<file path="src/usi_defs.vh">
`ifndef USI_DEFS_VH
`define USI_DEFS_VH
// wire mode encodings
`define USI_WM_NONE 2'h0
`define USI_WM_THREE 2'h1
`define USI_WM_TWO 2'h2
// clock source select encodings, one bit
`define USI_SRC_SOFT 1'h0
`define USI_SRC_EXT 1'h1
// counter width and data width
`define USI_DATA_W 8
`define USI_CNT_W 4
`define USI_CNT_MAX 4'hf
// status write bit positions
`define USI_ST_START_BIT 7
`define USI_ST_OVF_BIT 6
// fifo defaults
`define USI_FIFO_DEPTH 32
`define USI_FIFO_AW 5
`endif

</file>
<file path="src/usi_shifter.v">
// Behaviour
// - one 8-bit shift register holds tx and rx data, received bytes queued in a 32-entry fifo
// - register msb drives one of two output pins chosen by wire mode
// - with external clock, output latch delays pin change to edge opposite the sampling edge
// - serial input always comes from the data-in pin
// - 4-bit counter readable, writable, raises overflow interrupt
// - shift register and counter advance on the same clock source
// - external clock increments counter on both edges
// - clock source: clock pin, timer zero compare match, or software strobe
// - two-wire mode: start flag interrupt, hold clock low after start or overflow
// - three-wire mode is spi mode 0 or 1, no slave select
// - edge select clear: sample and shift on rising, output changes on falling edges
// - edge select set: sample and shift on falling, output changes on rising edges
// - sixteen counted edges overflow counter and set overflow flag
// - overflow interrupt can wake processor from idle sleep
// - status write with flag bit set clears flag, loads counter field
// - each software strobe write shifts one bit and counts once; toggle strobe flips clock pin
// - shifts are left shifts, new bit enters at lsb
// - data write and clock event in one cycle: written value kept
`timescale 1ns/1ns
`include "usi_defs.vh"

module usi_fifo #(
    parameter WIDTH = 8,
    parameter DEPTH = 32,
    parameter AW = 5
) (
    input wire core_clk,
    input wire rst,
    input wire [WIDTH-1:0] in_data,
    input wire in_valid,
    output wire in_ready,
    output reg [WIDTH-1:0] out_data,
    output wire out_valid,
    input wire out_ready
);
    reg [WIDTH-1:0] mem [0:DEPTH-1];
    reg [AW:0] wr_ptr_ff;
    reg [AW:0] rd_ptr_ff;
    wire full;
    wire empty;
    wire do_wr;
    wire do_rd;

    // pointer-based full and empty
    assign empty = (wr_ptr_ff == rd_ptr_ff);
    assign full = (wr_ptr_ff[AW-1:0] == rd_ptr_ff[AW-1:0]) && (wr_ptr_ff[AW] != rd_ptr_ff[AW]);
    assign in_ready = !full;
    assign out_valid = !empty;
    assign do_wr = in_valid && !full;
    assign do_rd = out_ready && !empty;

    // storage write
    always @(posedge core_clk) begin
        if (do_wr) begin
            mem[wr_ptr_ff[AW-1:0]] <= in_data;
        end
    end

    // head word presented combinationally from memory
    always @* begin
        out_data = mem[rd_ptr_ff[AW-1:0]];
    end

    // pointers
    always @(posedge core_clk) begin
        if (rst) begin
            wr_ptr_ff <= {(AW+1){1'b0}};
            rd_ptr_ff <= {(AW+1){1'b0}};
        end else begin
            if (do_wr) begin
                wr_ptr_ff <= wr_ptr_ff + {{AW{1'b0}}, 1'b1};
            end
            if (do_rd) begin
                rd_ptr_ff <= rd_ptr_ff + {{AW{1'b0}}, 1'b1};
            end
        end
    end
endmodule // usi_fifo

module usi_shifter #(
    parameter DATA_W = `USI_DATA_W,
    parameter CNT_W = `USI_CNT_W,
    parameter FIFO_DEPTH = `USI_FIFO_DEPTH,
    parameter FIFO_AW = `USI_FIFO_AW
) (
    input wire core_clk,
    input wire rst,
    // control bits
    input wire [1:0] wire_mode_select,
    input wire clock_source_select,
    input wire clock_edge_select,
    input wire ctrl_wr,
    input wire software_clock_strobe,
    input wire clock_toggle_strobe,
    input wire ovf_int_enable,
    input wire start_int_enable,
    input wire timer0_compare_match,
    // data register access
    input wire data_wr,
    input wire [DATA_W-1:0] data_wdata,
    output wire [DATA_W-1:0] serial_shift_reg,
    // status register access
    input wire status_wr,
    input wire [DATA_W-1:0] status_wdata,
    output wire [DATA_W-1:0] serial_status_reg,
    output wire ovf_irq,
    output wire start_irq,
    output wire idle_wake,
    // received byte stream
    output wire [DATA_W-1:0] rx_data,
    output wire rx_valid,
    input wire rx_ready,
    output wire rx_overrun,
    // pins
    input wire serial_in_pin,
    input wire serial_clock_pin_in,
    output wire serial_clock_pin_out,
    output wire serial_clock_pin_oe,
    input wire port_clock_level,
    input wire port_clock_dir,
    input wire sda_pin_in,
    output wire data_out_pin,
    output wire sda_pin_out,
    output wire sda_pin_oe
);
    // synchronisers for pins
    reg [1:0] sck_sync_ff;
    reg [1:0] din_sync_ff;
    reg [1:0] sda_sync_ff;
    reg sck_prev_ff;
    reg sda_prev_ff;
    // data path, counter and flag state
    reg [DATA_W-1:0] shift_ff;
    reg [CNT_W-1:0] cnt_ff;
    reg out_latch_ff;
    reg ovf_flag_ff;
    reg start_flag_ff;
    reg hold_ff;
    reg toggle_ff;
    reg push_ff;
    reg overrun_ff;
    // decoded pin levels, edges and ticks
    wire sck_lvl;
    wire sck_rise;
    wire sck_fall;
    wire din_lvl;
    wire sda_lvl;
    wire ext_mode;
    wire sample_edge;
    wire change_edge;
    wire shift_tick;
    wire count_tick;
    wire wrap;
    wire soft_tick;
    wire fifo_in_ready;
    wire two_wire;
    wire start_seen;
    wire sck_drive;
    wire sck_hold;

    // two-flop synchronisers
    always @(posedge core_clk) begin
        if (rst) begin
            sck_sync_ff <= 2'h0;
            din_sync_ff <= 2'h0;
            sda_sync_ff <= 2'h3;
        end else begin
            sck_sync_ff <= {sck_sync_ff[0], serial_clock_pin_in};
            din_sync_ff <= {din_sync_ff[0], serial_in_pin};
            sda_sync_ff <= {sda_sync_ff[0], sda_pin_in};
        end
    end

    // previous synchronised levels for edge finding, reset to pin idle levels
    always @(posedge core_clk) begin
        if (rst) begin
            sck_prev_ff <= 1'b0;
            sda_prev_ff <= 1'b1;
        end else begin
            sck_prev_ff <= sck_sync_ff[1];
            sda_prev_ff <= sda_sync_ff[1];
        end
    end

    // synchronised levels and edges
    assign sck_lvl = sck_sync_ff[1];
    assign din_lvl = din_sync_ff[1];
    assign sda_lvl = sda_sync_ff[1];
    assign sck_rise = sck_lvl && !sck_prev_ff;
    assign sck_fall = !sck_lvl && sck_prev_ff;
    assign two_wire = (wire_mode_select == `USI_WM_TWO);

    // clock source selection
    assign ext_mode = (clock_source_select == `USI_SRC_EXT);
    assign soft_tick = ctrl_wr && software_clock_strobe;
    // edge select picks sampling edge, opposite edge moves the output
    assign sample_edge = clock_edge_select ? sck_fall : sck_rise;
    assign change_edge = clock_edge_select ? sck_rise : sck_fall;
    // external: shift on sampling edge; else compare match or software strobe
    assign shift_tick = ext_mode ? sample_edge
        : (clock_edge_select ? soft_tick : timer0_compare_match);
    // counter follows the same source; external counts both edges
    assign count_tick = ext_mode ? (sck_rise || sck_fall)
        : (clock_edge_select ? soft_tick : timer0_compare_match);
    assign wrap = count_tick && (cnt_ff == `USI_CNT_MAX);

    // shift register, write wins over a same-cycle shift
    always @(posedge core_clk) begin
        if (rst) begin
            shift_ff <= {DATA_W{1'b0}};
        end else if (data_wr) begin
            shift_ff <= data_wdata;
        end else if (shift_tick) begin
            shift_ff <= {shift_ff[DATA_W-2:0], din_lvl};
        end
    end

    // output latch: transparent outside external clocking, else follows change edge
    always @(posedge core_clk) begin
        if (rst) begin
            out_latch_ff <= 1'b0;
        end else if (!ext_mode || change_edge || data_wr) begin
            out_latch_ff <= data_wr ? data_wdata[DATA_W-1] : shift_ff[DATA_W-1];
        end
    end

    // counter: status write loads, else one step per counted tick
    always @(posedge core_clk) begin
        if (rst) begin
            cnt_ff <= {CNT_W{1'b0}};
        end else if (status_wr) begin
            cnt_ff <= status_wdata[CNT_W-1:0];
        end else if (count_tick) begin
            cnt_ff <= cnt_ff + {{(CNT_W-1){1'b0}}, 1'b1};
        end
    end

    // overflow flag: set on the wrapping tick, cleared by a status write with bit 6 set
    always @(posedge core_clk) begin
        if (rst) begin
            ovf_flag_ff <= 1'b0;
        end else if (wrap && !status_wr) begin
            ovf_flag_ff <= 1'b1;
        end else if (status_wr && status_wdata[`USI_ST_OVF_BIT]) begin
            ovf_flag_ff <= 1'b0;
        end
    end

    // start detector for two-wire mode
    assign start_seen = two_wire && sck_lvl && sda_prev_ff && !sda_lvl;
    always @(posedge core_clk) begin
        if (rst) begin
            start_flag_ff <= 1'b0;
        end else if (start_seen) begin
            start_flag_ff <= 1'b1;
        end else if (status_wr && status_wdata[`USI_ST_START_BIT]) begin
            start_flag_ff <= 1'b0;
        end
    end

    // clock hold after a start or an overflow, released by a status write
    always @(posedge core_clk) begin
        if (rst) begin
            hold_ff <= 1'b0;
        end else if (two_wire && ((start_flag_ff && sck_fall) || (wrap && !status_wr))) begin
            hold_ff <= 1'b1;
        end else if (status_wr) begin
            hold_ff <= 1'b0;
        end
    end

    // clock toggle strobe flips the driven clock level
    always @(posedge core_clk) begin
        if (rst) begin
            toggle_ff <= 1'b0;
        end else if (ctrl_wr && clock_toggle_strobe) begin
            toggle_ff <= !toggle_ff;
        end
    end

    // received byte copied out one cycle after overflow
    always @(posedge core_clk) begin
        if (rst) begin
            push_ff <= 1'b0;
        end else begin
            push_ff <= wrap && !status_wr;
        end
    end

    // a push refused by a full queue is flagged until cleared
    always @(posedge core_clk) begin
        if (rst) begin
            overrun_ff <= 1'b0;
        end else if (push_ff && !fifo_in_ready) begin
            overrun_ff <= 1'b1;
        end else if (status_wr && status_wdata[`USI_ST_OVF_BIT]) begin
            overrun_ff <= 1'b0;
        end
    end

    // byte queue between shift register and reader
    usi_fifo #(
        .WIDTH(DATA_W),
        .DEPTH(FIFO_DEPTH),
        .AW(FIFO_AW)
    ) u_fifo (
        .core_clk(core_clk),
        .rst(rst),
        .in_data(shift_ff),
        .in_valid(push_ff),
        .in_ready(fifo_in_ready),
        .out_data(rx_data),
        .out_valid(rx_valid),
        .out_ready(rx_ready)
    );

    // pin drive: msb goes to data-out or sda per wire mode
    assign data_out_pin = (wire_mode_select == `USI_WM_THREE) ? out_latch_ff : 1'b0;
    assign sda_pin_out = 1'b0;
    assign sda_pin_oe = two_wire && !out_latch_ff;
    assign sck_drive = port_clock_level ^ toggle_ff;
    assign sck_hold = two_wire && hold_ff;
    // clock pin: held low while waiting, else port level xor toggle state
    assign serial_clock_pin_out = sck_hold ? 1'b0 : sck_drive;
    // two-wire clock is open drain: only a low level is actively driven
    assign serial_clock_pin_oe = sck_hold || (port_clock_dir && !(two_wire && sck_drive));

    // readback and interrupts
    assign serial_shift_reg = shift_ff;
    assign serial_status_reg = {start_flag_ff, ovf_flag_ff, overrun_ff, 1'b0, cnt_ff};
    assign ovf_irq = ovf_flag_ff && ovf_int_enable;
    assign start_irq = start_flag_ff && start_int_enable;
    assign idle_wake = ovf_irq;
    // refused pushes are reported until the flag is cleared
    assign rx_overrun = overrun_ff;
endmodule // usi_shifter

</file>
<file path="config.mk">
export PLATFORM = sky130hd
export DESIGN_NAME = usi_shifter
export DESIGN_NICKNAME = d
export VERILOG_FILES = /design/src/usi_shifter.v
export VERILOG_INCLUDE_DIRS = /design/src
export SDC_FILE = /design/constraint.sdc
export NUM_CORES = 1
export LEC_CHECK = 0
export CAP_MARGIN = 20
export CORE_MARGIN = 4
export CORE_UTILIZATION = 36
export CTS_BUF_LIST = sky130_fd_sc_hd__clkbuf_2
export CTS_CLUSTER_DIAMETER = 150
export CTS_CLUSTER_SIZE = 28
export DETAILED_ROUTE_END_ITERATION = 10
export DONT_BUFFER_PORTS = 1
export PLACE_DENSITY = 0.5
export SYNTH_ARGS = -nofsm -noshare
export SYNTH_HDL_FRONTEND = slang
export SYNTH_SLANG_ARGS = --single-unit
</file>
<file path="constraint.sdc">
create_clock -name core_clk -period 3.37 [get_ports core_clk]
set_input_delay 0.337 -clock core_clk [delete_from_list [all_inputs] [get_ports core_clk]]
set_output_delay 0.337 -clock core_clk [all_outputs]
set_load 0.02 [all_outputs]
</file>
**Yosys cells after proc, flatten, opt, wreduce, memory -nomap -nowiden**

Memory sizes are Yosys's and may differ from the RTL's. A register that Yosys moved wholly into a read port is not among the register bits.
Cells that the tools add are included.

- Register bits after elaboration: 39
- Bits in latches: 0
- RAM bits: 256
- ROM bits: 0
- Memories: 1

Memory list:

| name | depth | bits a word | rd ports | clocked after memory_dff | wr ports | RTL line | text |
|---|---|---|---|---|---|---|---|
| u_fifo.mem | 32 | 8 | 1 | 1 | 1 | usi_shifter.v:37 | `reg [WIDTH-1:0] mem [0:DEPTH-1];` |

- Add/sub/neg operators: 3
- Multiply operators: 0
- Div/mod/pow operators: 0
- $lt $le $gt $ge: 0
- Eq/ne operators: 6
- Shift operators: 0
- Mux-type cells: 23
- Bitwise logic cells: 1
- Reductions and logical operators: 44

Operator list:

| kind | count |
|---|---|
| $logic_and 1x1->1 | 23 |
| $mux 1 | 17 |
| $mux 8 | 2 |
| $add 6x1->6 const B | 2 |
| $reduce_bool 2->1 | 6 |
| $logic_not 1->1 | 10 |
| $mux 5 | 2 |
| $mux 4 | 2 |
| $eq 6x6->1 | 1 |
| $eq 5x5->1 | 1 |
| $logic_or 1x1->1 | 5 |
| $add 4x1->4 const B | 1 |
| $eq 4x4->1 const B | 1 |
| $eq 2x1->1 const B | 1 |
| $eq 2x2->1 const B | 1 |
| $ne 1x1->1 | 1 |
| $xor 1x1->1 | 1 |

**Longest topological paths before layout**

- Depth after elaboration: 9
- Depth in mapped cells: 7
- Gate-level depth less buffers: 7

**Hierarchy**

A second synthesis with hierarchy kept.

- Cells, all modules: 635
- Area, all modules: 11971.5 µm²

Modules (own cells, without submodules):

| module | times used | cells each | area an instance (µm²) | sequential area each (µm²) |
|---|---|---|---|---|
| usi_fifo | 1 | 493 | 10661.5 | 8027.7 |
| usi_shifter | 1 | 142 | 1310.0 | 540.5 |

**Worst setup path before layout**

No wires, ideal clock.

- Path kind: register to output
- Start: register (tool-made name)
- End: output rx_data[0]
- Data arrival time: 2.043 ns
- Setup slack: 0.990 ns
- Stages on the path, launching flop included: 6
- Path buffers: 2
- Cell sequence: dfxtp_1 > clkbuf_1 > clkbuf_1 > mux4_2 > mux4_2 > mux2_2

RTL lines:

| item | RTL line | text |
|---|---|---|
| end, declared | usi_shifter.v:111 | `output wire [DATA_W-1:0] rx_data,` |

==> out/qor.yml <==
die_area_sq_um: 36100
layout_worst_path_cycle_share_pct: 102
syn-instance-count: 631
wire_per_inst_um: 22.3
p_leak_nw: 4.22
die_h_um: 190
crit_buf_inv: 2
cpPeakStageDelay_ns: 0.56
syn_area_sq_um: 11900
rows: 66
ant_nets: 0
critPathTopFamily: "multiplexers"
drc_errors: 0
synth_top_area_share_pct: 64.4
die_x_um: 190
reg2reg_depth: 9
status: "complete, but fails checks"
clkLatencyLatePin_ns: 0.88
routed_wl_um: 25800
ys_seq_elements: 300
drv_slew: 0
start_util_pct: 36.6
multi_input_area_sq_um: 3200
final.setup.worst_slack_ns: -0.0543
h-tree-depth: 1
hold_class: "in2reg"
path_cells: "buf_12, buf_16, mux4_2, mux4_2, mux2_4"
clk_pin_slew_worst_paths_ns: 0.49
io_buffers: 0
synthTopCellsByArea: "edfxtp_1, mux4_2, dfxtp_1"
pwr-share-seq_pct: 74.0
path_common_cell: "mux4_2"
ys_types: 45
path_max_fanout: 5
arrival_ns: 3.09
wl_met2_um: 12000
cts_buffer_depth: 3
grt_max_degree: 65
synth.most_common_cell: "edfxtp_1"
n_fill_cell: 2906
finClkSkew_ns: 0.0776
yosysTopAreaCell: "edfxtp_1"
fmax_mhz: 292
drtPass1Iterations: 5
worstSetupPathType: "reg2out"
grt_pass1_vias: 6042
hold_viol_final: 0
hpwl_um: 15400
period_needed_ns: 3.42
comb_power_share_pct: 4.0
slew_headroom_pct: 35.4
layout-drive-gt1-share_pct: 25.1
ys_top_cells_by_count: "edfxtp_1, mux4_2, nor2_1"
synth_ff_type: "edfxtp_1"
drt_iter0_drc: 428
final_nets: 748
min_path_cells: 3
r2r_start: "sck_sync_ff[1]$_SDFF_PP0_"
synthArstFlopShare_pct: 0
core_sq_um: 32600
min_from: "status_wdata[1]"
slowest_stage: "mux4_2"
wl_met3_um: 1110
rsz0062_at_grt: "yes"
ff_latch_area_sq_um: 8570
place_ws_ns: 0.629
synth_edf_count: 256
cap_viol_max_count: 0
setup_tns_ns: -0.302
p_int_mw: 4.33
startpoint_type: "register"
power_switching_mw: 1.19
p_per_area_nw_per_um2: 410
largest_register_ff_count: 256
whs_endpoint: "cnt_ff[1]$_SDFFE_PP0P_"
yosysSeqAreaShare_pct: 71.8
viasPerCell: 5.09
routabilityCongestion: 0.755
top_layer: "met5"
swShare_pct: 21.5
antenna_found_initial: 2
cts_sinks: 300
grt_usage_pct: 14.3
worst_hold_slack_ns: 0.156
worst_slew_pin_slew_ns: 0.968
p_clk_share_pct: 22.0
cts_tree: "done"
cts_root_buffer: "clkbuf_2"
rrSetupSlack_ns: 0.43
overflow: 0
violations: "setup timing"
drt-met1-wl_um: 12300
cp-end-kind: "primary output"
io_pins: 70
synthToLayoutAreaGrowth_pct: 12.6
synth_warnings: 0
r2r-end: "serial_shift_reg[6]$_SDFFE_PP0P_"
irDropWorstVdd_uv: 173
via_count: 5888
synth_area_per_cell_sq_um: 18.9
cp.required_ns: 3.03
grt_pass1_wl_um: 38900
finalSetupViolCount: 8
cts_buffers: 14
[stage by stage]
stage	cell area, sq um	util, %	cells	total power, mW
after floorplan	11900	-	632	4.26
after global placement	12600	38.7	1075	4.30
after detailed placement	12600	38.7	1075	4.31
after CTS	13400	41.2	1154	5.59
after global routing	13400	41.2	1155	5.74
final	13400	41.2	1156	5.52
[final cells by class]
cell class / instances / share of cell area (%)
tap: 442 / 4.11
inverter: 7 / 0.195
clock inverter: 1 / 0.0651
antenna: 2 / 0.0372
sequential: 300 / 63.8
multi-input combinational: 290 / 23.8
clock buffer: 23 / 0.856
timing repair buffer: 91 / 7.19
[layer usage]
metal / vias up / global-route usage, %
li1: 2622 / -
met1: 3102 / 21.7
met2: 140 / 22.4
met3: 22 / 2.15
met4: 2 / 2.48
met5: - / 0
[cells by family (layout without fill, tap and decap cells)]
| group | Yosys count | count (layout) | synth area share (%) |
|---|---|---|---|
| flip-flops | 300 | 300 | 71.8 |
| AND/OR/NAND/NOR | 125 | 125 | 4.98 |
| multiplexers | 112 | 112 | 18.0 |
| buffers and inverters | 42 | 122 | 1.78 |
| AO/OA/AOI/OAI | 28 | 28 | 1.56 |
| XOR/XNOR | 15 | 15 | 1.10 |
| adder cells (fa/ha/maj) | 8 | 8 | 0.838 |
| other | 1 | 4 | 0.0314 |
[cells in the final DEF, fill, tap and decap left out, drive strengths merged, types with 2 or more instances in the layout]
cell	n
xor2	4
conb	2
ha	8
or3b	2
diode	2
and2	3
dlygate4sd3	47
nand3b	2
mux4	80
nand2b	4
nand3	2
o21ai	3
edfxtp	256
nor4	2
dfxtp	44
a21boi	2
nor2	63
nor2b	12
nand2	17
xnor2	11
a211oi	3
o21a	2
mux2	17
clkbuf	23
mux2i	15
nand4	4
buf	44
or3	3
or2	5
a21oi	13
inv	8
[power groups by stage]
stage          Clock, mW  Sequential [mW]  Combinational, mW
6_report            1.21             4.08              0.222
5_1_grt             1.41             4.09              0.245
4_1_cts             1.28             4.08              0.224
3_5_place_dp           0             4.15              0.158
3_3_place_gp           0             4.15              0.147
2_1_floorplan          0             4.19             0.0705
[how the worst max path moves through the flow]
stage,slack (ns),to,cells after the start
floorplan,0.99,rx_data[0],5
global placement,0.65,rx_data[0],4
detailed placement,0.63,rx_data[0],4
CTS,-0.22,rx_data[0],5
global route,-0.24,rx_data[1],5
finish,-0.05,rx_data[7],5
[worst reg2reg max path: cells and delay by family (launching register included)]
family	cells	cell delay [ns]
buffers and inverters	3	1.23
AO/OA/AOI/OAI	3	0.81
flip-flops	1	0.46
adder cells (fa/ha/maj)	1	0.23
multiplexers	1	0.14
AND/OR/NAND/NOR	1	0.08
[timing repair]
item                                    4_1_cts  5_1_grt
cloned                                        4        0
endpoints found under the setup margin        8        9
setup buffers                                 3        0
hold buffers                                 48        0
resized for setup                            14        1
endpoints found under the hold margin        44        0
(Power assumes the default switching activity.)
